## src/rtl/irq_pkg.sv

```systemverilog
package irq_pkg;

    // ************************************************************
    // Register indices and bus addresses
    // ************************************************************
    localparam int ADDR_W = 12;
    localparam logic [7:0] ENA_IDX = 8'ha8;
    localparam logic [7:0] PRH_IDX = 8'hb7;
    localparam logic [7:0] IPL_IDX = 8'hb8;
    localparam logic [7:0] STAT_IDX = 8'hc0;
    localparam logic [ADDR_W-1:0] ENA_ADDR = {2'h0, ENA_IDX, 2'h0};
    localparam logic [ADDR_W-1:0] PRH_ADDR = {2'h0, PRH_IDX, 2'h0};
    localparam logic [ADDR_W-1:0] IPL_ADDR = {2'h0, IPL_IDX, 2'h0};
    localparam logic [ADDR_W-1:0] STAT_ADDR = {2'h0, STAT_IDX, 2'h0};

    // ************************************************************
    // Field layout
    // ************************************************************
    localparam int N_SRC = 6;
    localparam int SRC_W = 3;
    localparam int LVL_W = 2;
    localparam int N_LVL = 4;
    localparam int GIE_BIT = 7;
    localparam logic [SRC_W-1:0] SRC_EXT0 = 3'h0;
    localparam logic [SRC_W-1:0] SRC_TMR0 = 3'h1;
    localparam logic [SRC_W-1:0] SRC_EXT1 = 3'h2;
    localparam logic [SRC_W-1:0] SRC_TMR1 = 3'h3;
    localparam logic [SRC_W-1:0] SRC_SER = 3'h4;
    localparam logic [SRC_W-1:0] SRC_TMR2 = 3'h5;
    localparam logic [LVL_W-1:0] LVL_TOP = 2'h3;
    localparam logic [7:0] ENA_WMASK = 8'hbf;
    localparam logic [7:0] PRIO_WMASK = 8'h3f;

    // ************************************************************
    // Reset values and bus responses
    // ************************************************************
    localparam logic [7:0] ENA_RST = 8'h00;
    localparam logic [7:0] PRIO_RST = 8'h00;
    localparam logic [1:0] RESP_OKAY = 2'h0;
    localparam logic [1:0] RESP_SLVERR = 2'h2;

endpackage

```

## src/rtl/prio_arb_if.sv

```systemverilog
`timescale 1ns/1ns
`default_nettype none
// Pending vector and levels in, winning source out
interface prio_arb_if;
    import irq_pkg::*;
    logic [N_SRC-1:0] pend;
    logic [N_SRC*LVL_W-1:0] lvl;
    logic win_valid;
    logic [SRC_W-1:0] win_src;
    logic [LVL_W-1:0] win_lvl;
    modport resolver (input pend, input lvl, output win_valid, output win_src, output win_lvl);
    modport ctrl (output pend, output lvl, input win_valid, input win_src, input win_lvl);
endinterface
`default_nettype wire

```

## src/rtl/four_level_irq_ctrl.sv

```systemverilog
// Chosen here: register access over AXI4-Lite.
`timescale 1ns/1ns
`default_nettype none
module four_level_irq_ctrl
    import irq_pkg::*;
(
    input wire logic sys_clk,
    input wire logic rst,
    input wire logic external_request0_pin,
    input wire logic external_request1_pin,
    input wire logic timer0_ovf,
    input wire logic timer1_ovf,
    input wire logic timer2_ovf,
    input wire logic serial_req,
    input wire logic irq_ack,
    input wire logic irq_ret,
    output logic irq_req,
    output logic [SRC_W-1:0] irq_src,
    output logic [LVL_W-1:0] irq_lvl,
    input wire logic [ADDR_W-1:0] s_axi_awaddr,
    input wire logic s_axi_awvalid,
    output logic s_axi_awready,
    input wire logic [31:0] s_axi_wdata,
    input wire logic [3:0] s_axi_wstrb,
    input wire logic s_axi_wvalid,
    output logic s_axi_wready,
    output logic [1:0] s_axi_bresp,
    output logic s_axi_bvalid,
    input wire logic s_axi_bready,
    input wire logic [ADDR_W-1:0] s_axi_araddr,
    input wire logic s_axi_arvalid,
    output logic s_axi_arready,
    output logic [31:0] s_axi_rdata,
    output logic [1:0] s_axi_rresp,
    output logic s_axi_rvalid,
    input wire logic s_axi_rready
);

    // ************************************************************
    // Declarations
    // ************************************************************
    logic [1:0] ext_meta_ff;
    logic [1:0] ext_sync_ff;
    logic [N_SRC-1:0] src_w;
    logic [7:0] ena_ff;
    logic [7:0] prh_ff;
    logic [7:0] ipl_ff;
    wire [N_SRC-1:0] pend_w;
    wire [N_SRC*LVL_W-1:0] lvl_w;
    wire [N_SRC-1:0] hi_w;
    wire [N_SRC-1:0] tie_w;
    logic [N_LVL-1:0] svc_ff;
    logic [N_LVL-1:0] nxt_svc;
    logic svc_any_w;
    logic [LVL_W-1:0] cur_lvl_w;
    logic grant_w;
    logic ack_w;
    logic irq_req_ff;
    logic [SRC_W-1:0] irq_src_ff;
    logic [LVL_W-1:0] irq_lvl_ff;
    logic awready_ff;
    logic wready_ff;
    logic bvalid_ff;
    logic [1:0] bresp_ff;
    logic [ADDR_W-1:0] waddr_ff;
    logic [7:0] wdata_ff;
    logic wstrb0_ff;
    logic wr_go_w;
    logic wr_hit_w;
    logic arready_ff;
    logic rvalid_ff;
    logic [1:0] rresp_ff;
    logic [31:0] rdata_ff;
    logic [31:0] rd_w;
    logic rd_hit_w;

    prio_arb_if arb ();

    // ************************************************************
    // Request sources
    // ************************************************************

    // Two-flop synchroniser for the external pins
    always_ff @(posedge sys_clk) begin
        if (rst) begin
            ext_meta_ff <= 2'h0;
            ext_sync_ff <= 2'h0;
        end else begin
            ext_meta_ff <= {external_request1_pin, external_request0_pin};
            ext_sync_ff <= ext_meta_ff;
        end
    end

    // Source vector in enable-bit order
    always_comb begin
        src_w = '0;
        src_w[SRC_EXT0] = ext_sync_ff[0];
        src_w[SRC_TMR0] = timer0_ovf;
        src_w[SRC_EXT1] = ext_sync_ff[1];
        src_w[SRC_TMR1] = timer1_ovf;
        src_w[SRC_SER] = serial_req;
        src_w[SRC_TMR2] = timer2_ovf;
    end

    // Per-source gating, level and ranking helpers
    for (genvar g = 0; g < N_SRC; g++) begin : g_src
        assign pend_w[g] = src_w[g] && ena_ff[g] && ena_ff[GIE_BIT];
        assign lvl_w[g*LVL_W +: LVL_W] = {prh_ff[g], ipl_ff[g]};
        assign hi_w[g] = pend_w[g] && (lvl_w[g*LVL_W +: LVL_W] > arb.win_lvl);
        assign tie_w[g] = pend_w[g] && (lvl_w[g*LVL_W +: LVL_W] == arb.win_lvl)
                          && (SRC_W'(g) < arb.win_src);
    end

    assign arb.pend = pend_w;
    assign arb.lvl = lvl_w;

    prio_resolver u_resolver (
        .arb (arb)
    );

    // ************************************************************
    // Preemption against the level in service
    // ************************************************************

    // Highest level currently in service
    always_comb begin
        svc_any_w = |svc_ff;
        cur_lvl_w = 2'h0;
        for (int i = 0; i < N_LVL; i++) begin
            if (svc_ff[i]) begin
                cur_lvl_w = LVL_W'(i);
            end
        end
    end

    // Grant only above the running level; level 3 blocks all
    always_comb begin
        grant_w = arb.win_valid && (!svc_any_w || arb.win_lvl > cur_lvl_w);
        ack_w = irq_ack && irq_req_ff;
    end

    // Request toward the core, dropped on acknowledge
    always_ff @(posedge sys_clk) begin
        if (rst) begin
            irq_req_ff <= 1'b0;
            irq_src_ff <= SRC_EXT0;
            irq_lvl_ff <= 2'h0;
        end else begin
            irq_req_ff <= grant_w && !ack_w;
            irq_src_ff <= arb.win_src;
            irq_lvl_ff <= arb.win_lvl;
        end
    end

    // In-service stack: return pops, acknowledge pushes
    always_comb begin
        nxt_svc = svc_ff;
        if (irq_ret && svc_any_w) begin
            nxt_svc[cur_lvl_w] = 1'b0;
        end
        if (ack_w) begin
            nxt_svc[irq_lvl_ff] = 1'b1;
        end
    end

    always_ff @(posedge sys_clk) begin
        if (rst) begin
            svc_ff <= '0;
        end else begin
            svc_ff <= nxt_svc;
        end
    end

    // ************************************************************
    // AXI4-Lite write path
    // ************************************************************

    // Write address capture
    always_ff @(posedge sys_clk) begin
        if (rst) begin
            awready_ff <= 1'b1;
            waddr_ff <= '0;
        end else if (s_axi_awvalid && awready_ff) begin
            awready_ff <= 1'b0;
            waddr_ff <= s_axi_awaddr;
        end else if (bvalid_ff && s_axi_bready) begin
            awready_ff <= 1'b1;
        end
    end

    // Write data capture, low byte lane only
    always_ff @(posedge sys_clk) begin
        if (rst) begin
            wready_ff <= 1'b1;
            wdata_ff <= 8'h00;
            wstrb0_ff <= 1'b0;
        end else if (s_axi_wvalid && wready_ff) begin
            wready_ff <= 1'b0;
            wdata_ff <= s_axi_wdata[7:0];
            wstrb0_ff <= s_axi_wstrb[0];
        end else if (bvalid_ff && s_axi_bready) begin
            wready_ff <= 1'b1;
        end
    end

    // Both halves held and no response pending
    always_comb begin
        wr_go_w = !awready_ff && !wready_ff && !bvalid_ff;
        wr_hit_w = (waddr_ff == ENA_ADDR) || (waddr_ff == PRH_ADDR)
                   || (waddr_ff == IPL_ADDR) || (waddr_ff == STAT_ADDR);
    end

    // Write response
    always_ff @(posedge sys_clk) begin
        if (rst) begin
            bvalid_ff <= 1'b0;
            bresp_ff <= RESP_OKAY;
        end else if (wr_go_w) begin
            bvalid_ff <= 1'b1;
            bresp_ff <= wr_hit_w ? RESP_OKAY : RESP_SLVERR;
        end else if (bvalid_ff && s_axi_bready) begin
            bvalid_ff <= 1'b0;
        end
    end

    // Enable and priority registers; reserved bits never stored
    always_ff @(posedge sys_clk) begin
        if (rst) begin
            ena_ff <= ENA_RST;
            prh_ff <= PRIO_RST;
            ipl_ff <= PRIO_RST;
        end else if (wr_go_w && wstrb0_ff) begin
            unique case (waddr_ff)
                ENA_ADDR: ena_ff <= wdata_ff & ENA_WMASK;
                PRH_ADDR: prh_ff <= wdata_ff & PRIO_WMASK;
                IPL_ADDR: ipl_ff <= wdata_ff & PRIO_WMASK;
                default: ;
            endcase
        end
    end

    // ************************************************************
    // AXI4-Lite read path
    // ************************************************************

    // Read data mux
    always_comb begin
        rd_w = 32'h0000_0000;
        rd_hit_w = 1'b1;
        unique case (s_axi_araddr)
            ENA_ADDR: rd_w[7:0] = ena_ff;
            PRH_ADDR: rd_w[7:0] = prh_ff;
            IPL_ADDR: rd_w[7:0] = ipl_ff;
            STAT_ADDR: rd_w[7:0] = {irq_req_ff, irq_src_ff, svc_ff};
            default: rd_hit_w = 1'b0;
        endcase
    end

    // Read handshake and response
    always_ff @(posedge sys_clk) begin
        if (rst) begin
            arready_ff <= 1'b1;
            rvalid_ff <= 1'b0;
            rresp_ff <= RESP_OKAY;
            rdata_ff <= 32'h0000_0000;
        end else if (s_axi_arvalid && arready_ff) begin
            arready_ff <= 1'b0;
            rvalid_ff <= 1'b1;
            rresp_ff <= rd_hit_w ? RESP_OKAY : RESP_SLVERR;
            rdata_ff <= rd_w;
        end else if (rvalid_ff && s_axi_rready) begin
            arready_ff <= 1'b1;
            rvalid_ff <= 1'b0;
        end
    end

    // ************************************************************
    // Outputs
    // ************************************************************
    assign irq_req = irq_req_ff;
    assign irq_src = irq_src_ff;
    assign irq_lvl = irq_lvl_ff;
    assign s_axi_awready = awready_ff;
    assign s_axi_wready = wready_ff;
    assign s_axi_bvalid = bvalid_ff;
    assign s_axi_bresp = bresp_ff;
    assign s_axi_arready = arready_ff;
    assign s_axi_rvalid = rvalid_ff;
    assign s_axi_rresp = rresp_ff;
    assign s_axi_rdata = rdata_ff;
endmodule
`default_nettype wire

```

## src/rtl/prio_resolver.sv

```systemverilog
`timescale 1ns/1ns
`default_nettype none
module prio_resolver
    import irq_pkg::*;
(
    prio_arb_if.resolver arb
);

    // ************************************************************
    // Highest level wins, lowest source index breaks ties
    // ************************************************************
    always_comb begin
        arb.win_valid = 1'b0;
        arb.win_src = SRC_EXT0;
        arb.win_lvl = 2'h0;
        // Scan downward so a lower index replaces an equal level
        for (int i = N_SRC - 1; i >= 0; i--) begin
            if (arb.pend[i] && (!arb.win_valid || arb.lvl[i*LVL_W +: LVL_W] >= arb.win_lvl)) begin
                arb.win_valid = 1'b1;
                arb.win_src = SRC_W'(i);
                arb.win_lvl = arb.lvl[i*LVL_W +: LVL_W];
            end
        end
    end

endmodule
`default_nettype wire

```

## config.mk

```make
export PLATFORM = sky130hd
export DESIGN_NAME = four_level_irq_ctrl
export DESIGN_NICKNAME = d
export VERILOG_FILES = /design/src/rtl/irq_pkg.sv /design/src/rtl/prio_arb_if.sv /design/src/rtl/four_level_irq_ctrl.sv /design/src/rtl/prio_resolver.sv
export SDC_FILE = /design/constraint.sdc
export NUM_CORES = 1
export LEC_CHECK = 0
export BUFFER_PORTS_ARGS = -buffer_cell sky130_fd_sc_hd__buf_2
export CORE_MARGIN = 3
export CORE_UTILIZATION = 45
export DETAILED_ROUTE_END_ITERATION = 6
export PLACE_DENSITY = 0.78
export SYNTH_ARGS = -nofsm -noshare
export SYNTH_HDL_FRONTEND = slang
export SYNTH_SLANG_ARGS = --single-unit
```

## constraint.sdc

```tcl
create_clock -name sys_clk -period 7.11 [get_ports sys_clk]
set_clock_uncertainty 0.1 [all_clocks]
set_input_delay 1.0665 -clock sys_clk [delete_from_list [all_inputs] [get_ports sys_clk]]
set_output_delay 1.0665 -clock sys_clk [all_outputs]
set_load 0.05 [all_outputs]
```

# After elaboration in Yosys (flattened, before gate mapping)
# Index checks and enable logic that the tools add are counted.
# word_totals
regBits	71
output_inout_bits	47
word_cells	144
# classes
order_cmp	10
n_eq_ne	8
muxes	39
n_bitwise	3
n_reduce_logical	62
# op_table
cell	count
== test 12 x 10 -> 1 bit (second input constant)	8
case mux 8 bit (4 select lines)	1
logical AND 1 bit	31
two-way mux 2 bit	12
two-way mux 1 bit	20
greater-or-equal comparator 2 bit	5
logical NOT 1 bit	10
logical OR 1 bit	9
two-way mux 4 bit	2
nonzero test 2 bit	4
OR reduction 4 bit	2
< comparator 2 x 3 -> 1 bit (second input constant)	2
two-way mux 3 bit	2
AND reduction 2 bit	3
OR reduction 5 bit	1
AND 4 bit	1
demux 1 bit (select 2 bit)	2
greater-or-equal comparator 2 x 1 -> 1 bit (second input constant)	2
NOT 4 bit	1
OR 4 bit	1
OR reduction 3 bit	1
greater-than comparator 2 bit	1
OR reduction 2 bit	1

# Logic depth before layout (Yosys ltp)
# depth
word_depth	27
ltp_mapped	38

# Cells and area by module
# From an unflattened synthesis, not the netlist that was laid out.
# hier_totals
hier_cells	420
hier_area_um2	3537.1
# by_module_without_submodules
mod	n_inst	cells_per_inst	area_each_um2	seq_area_each_um2
four_level_irq_ctrl	1	346	3006.6	1361.3
prio_resolver	1	74	530.5	0.0

# Worst setup path before layout
# No wires, ideal clock.
# synth_path
path_type	input -> register
start	input timer2_ovf
end	register irq_req_ff (netlist: irq_req)
setup_ns	0.119
arrival_time_ns	7.142
setup_slack_ns	-0.252
cell_stages	34
path_buffers	0
path_cell_list	nand2_1 > nor3_1 > ha_1 > nand2b_1 > a211oi_1 > o22ai_1 > and2_1 > ha_1 > nand2b_1 > a211o_1 > a21oi_1 > nand2_1 > o21ai_0 > ha_1 > nand2b_1 > a21oi_1 > a21oi_1 > a221oi_1 > nor2_1 > ha_1 > nand2b_1 > a21oi_1 > a21oi_1 > o31ai_1 > inv_1 > ha_1 > a21oi_1 > a21oi_1 > mux2_2 > ha_1 > a21oi_1 > a21oi_1 > o21ai_0 > a21oi_1
# synth_between
elab_chain_len	27
# synth_lines
item	line	text
start: declaration	four_level_irq_ctrl.sv:13	input wire logic timer2_ovf,
logical AND 1 bit (*) (2 in series)	four_level_irq_ctrl.sv:107	assign pend_w[g] = src_w[g] && ena_ff[g] && ena_ff[GIE_BIT];
two-way mux 2 bit / two-way mux 1 bit (equally long branches)	prio_resolver.sv:18	if (arb.pend[i] && (!arb.win_valid || arb.lvl[i*LVL_W +: LVL_W] >= arb.win_lvl)) begin
greater-or-equal comparator 2 bit / logical NOT 1 bit (equally long branches)	prio_resolver.sv:18	
logical OR 1 bit	prio_resolver.sv:18	
logical AND 1 bit	prio_resolver.sv:18	
two-way mux 2 bit / two-way mux 1 bit (equally long branches)	prio_resolver.sv:18	
greater-or-equal comparator 2 bit / logical NOT 1 bit (equally long branches)	prio_resolver.sv:18	
logical OR 1 bit	prio_resolver.sv:18	
[... 11 more ...]	-	
logical OR 1 bit	prio_resolver.sv:18	
logical AND 1 bit	prio_resolver.sv:18	
two-way mux 2 bit (*)	prio_resolver.sv:18	
net arb.win_lvl[1]	prio_arb_if.sv:10	logic [LVL_W-1:0] win_lvl;
greater-than comparator 2 bit (*)	four_level_irq_ctrl.sv:138	grant_w = arb.win_valid && (!svc_any_w || arb.win_lvl > cur_lvl_w);
logical OR 1 bit (*)	four_level_irq_ctrl.sv:138	
logical AND 1 bit (*)	four_level_irq_ctrl.sv:138	
logical AND 1 bit (*)	four_level_irq_ctrl.sv:149	irq_req_ff <= grant_w && !ack_w;
end signal: assignment	four_level_irq_ctrl.sv:149	
end: declaration	four_level_irq_ctrl.sv:58	logic irq_req_ff;
# The timed path passes the listed nets; every way through them passes the cells marked *.
# A chain may end at the register's enable or synchronous reset.

# Worst setup path after layout
# Ends and elaborated chain as after synthesis.

==> impl_metrics.yaml <==
run_status:
  outcome: "complete, no violations"
synthesis:
  synth-xor-area-share: 0
  synthSimpleGateAreaFrac: 0.237
  synthMostInstantiatedCell: "dfxtp_1"
  synth_area_leaders: "dfxtp_1 39%, a21oi_1 6.4%, nand2_1 6.3%"
  ys_seq_area_frac: 0.395
  ys_seq_elements: 68
  synth_edf_count: 0
  netlist_area_sq_mm: 0.00345
  synth_mux_area_frac: 0.0613
  synth_ff_type: "dfxtp_1"
  synth_area_leader_cell: "dfxtp_1"
  synth_fa_ha_area_frac: 0.0435
  async_flop_share: 0
  synth_common_cells: "68 x dfxtp_1, 58 x nand2_1, 44 x a21oi_1, 32 x nor2_1, 26 x buf_4"
  syn_inst: 413
  netlist-cell-type-count: 52
  avgSynthCellArea_sq_um: 8.35
  synth_top_area_frac: 0.395
  synth_top_family_by_area: "simple AND/OR/NAND/NOR gates"
  synth_compound_area_frac: 0.172
  yosys_warnings: 0
clocking:
  cts_hold_buf: 0
  tritoncts: "yes"
  clkTransAtPathRegs_ns: 0.08
  cts.sink_count: 68
  numCtsBuffers: 9
  h-tree-depth: 3
  clk_latency_ns: 0.34
  clockBufferDepth: 2
  cts-root-buf: "clkbuf_8"
drt:
  vias: 3087
  wirelength_mm: 7.84
  drc: 0
  vias_per_cell: 5.14
  first_pass_iters: 4
  postRouteAntennaNets: 0
  wire_per_inst_um: 13.0
  drt-initial-drc-count: 152
worst_hold_path:
  hold_depth: 1
  hold_class: "flip-flop to flip-flop"
  min_to: "ext_sync_ff[0]"
  hp-start: "ext_meta_ff[0]"
cells_and_area:
  finalNonFillerCells: 601
  drive_gt1_frac: 0.269
  antennaDiodeCount: 0
  final_area_sq_mm: 0.00421
  syn_to_final_growth_pct: 22.2
  nNetsFinal: 584
place:
  place_area_sq_mm: 0.00390
  dp_hpwl_mm: 5.71
  numPortBuffers: 67
  gp_congestion: 0.801
  placed_cells: 580
timing:
  tightest_slew_ns: 1.09
  relSlewSlack: 0.272
  slew_viol_final: 0
  min_period_ns: 6.78
  setup_violations: 0
  finalCritPeriodShare: 0.953
  fmax_ghz: 0.148
  hold_violations: 0
power:
  p_sw_uw: 224
  p_leak_nw: 1.83
  clockPowerShare: 0.386
  ir_drop_v: 0.000131
  powerDensity_mw_per_mm2: 190
  p_comb_frac: 0.113
  power.total_uw: 801
  seqPwrFrac: 0.501
  switching_share: 0.280
  intPower_uw: 577
global_routing:
  overflow: 0
  grt_max_degree: 64
  grt.total_usage: 0.180
  grt_pass1_vias: 2751
  grt_pass1_wl_mm: 12.7
  antenna_found_initial: 0
critical_path:
  worstReg2RegStart: "ena_ff[5]"
  rr_endpoint: "irq_req"
  reg2reg_depth: 35
  crit_arrival_ns: 6.96
  ff2ff_setup_slack_ns: 0.71
  start_kind: "input port"
  slowest_delay_ns: 0.34
  worst-setup-path-type: "input port to flip-flop"
  endpoint_kind: "flip-flop"
  path_common_cell: "a21oi_2"
  path_max_fanout: 4
  crit_slowest_cell: "ha_1"
  cp.required_ns: 7.29
die:
  die_w_um: 93.5
  io_pins: 122
  die_h_um: 93.5
  core_sq_mm: 0.00733
  die-area_sq_mm: 0.00875
  initial_utilization: 0.470
  row_count: 31
run:
  cap_violations: 0
-- timing repair --
action | in CTS | in global routing
endpoints found under the setup margin | 1 | 1
setup buffers | 0 | 5
resized for setup | 3 | 15
pin swaps | 0 | 14
-- registers in the layout (all words and copies together) (netlist names), 2 cells and up --
signal / count
waddr_ff: 12
wdata_ff: 7
irq_lvl: 2
ext_meta_ff: 2
ext_sync_ff: 2
svc_ff: 4
irq_src: 3
prh_ff: 6
ipl_ff: 6
ena_ff: 7
s_axi_rdata: 8
-- final cells by class --
cell class	count	area [sq um]
Tap cell	99	124
Fill cell	642	3120
Timing Repair Buffer	91	515
Sequential cell	68	1360
Multi-Input combinational cell	314	1970
Inverter	13	48.8
Clock buffer	10	128
Clock inverter	6	63.8
-- power by group through the flow --
stage          Combinational, mW  Sequential, mW  Clock, mW
6_report                  0.0906           0.401      0.309
2_1_floorplan             0.0701           0.417          0
3_3_place_gp              0.0892           0.409          0
3_5_place_dp              0.0905           0.410          0
4_1_cts                   0.0907           0.401      0.318
5_1_grt                   0.0989           0.403      0.335
-- per-layer routing --
metal	up-vias	global-route usage	routed length, um
met1	1387	0.234	3580
met5	-	0	0
li1	1581	-	-
met4	0	0.0578	153
met2	105	0.290	3600
met3	14	0.0499	500
-- critical path, delay by kind of cell --
| family | cells | cell delay, ns |
|---|---|---|
| mux | 1 | 0.31 |
| compound gates | 18 | 2.29 |
| buf+inv | 6 | 0.82 |
| fa+ha+maj | 6 | 1.75 |
| simple gates | 5 | 0.68 |
-- metrics by stage --
step	hold WS, ns	worst slack [ns]	TNS (ns)	util
2_1_floorplan	0.314	0.0295	0	-
3_3_place_gp	0.329	-0.302	-0.302	0.532
3_5_place_dp	0.325	-0.506	-0.506	0.532
4_1_cts	0.342	0.00258	0	0.560
5_1_grt	0.354	-0.0373	-0.0373	0.575
6_report	0.340	0.334	0	0.575
-- kinds of logic (layout without fill, tap and decap cells) --
logic type | Yosys count | in the layout
compound gates | 94 | 94
fa+ha+maj | 12 | 12
buf+inv | 56 | 120
flops | 68 | 68
mux | 21 | 21
other cells | 1 | 26
simple gates | 161 | 161
-- worst max-delay path by stage --
stage	from	to	slack [ns]	cells after the start
finish	timer2_ovf	irq_req	0.33	36
global route	timer2_ovf	irq_req	-0.04	39
CTS	timer2_ovf	irq_req	0.003	35
detailed placement	timer2_ovf	irq_req	-0.51	35
global placement	timer2_ovf	irq_req	-0.30	37
floorplan	timer2_ovf	irq_req	0.03	34
-- layout by cell type, fill, tap and decap left out, drive strengths merged, types with 4 or more instances in the layout --
cell and n:
clkbuf 10, and2 4, nor2 32, a21o 7, o21ai 12, nand2b 7
inv 14, a222oi 4, a21oi 44, nand2 58, nor3 8, ha 12
nand3 20, nor4 4, o21a 4, dfxtp 68, nor2b 7, conb 26
mux2i 20, a22oi 4, a22o 4, buf 91
Note: power is estimated with default switching activity, not from simulation.
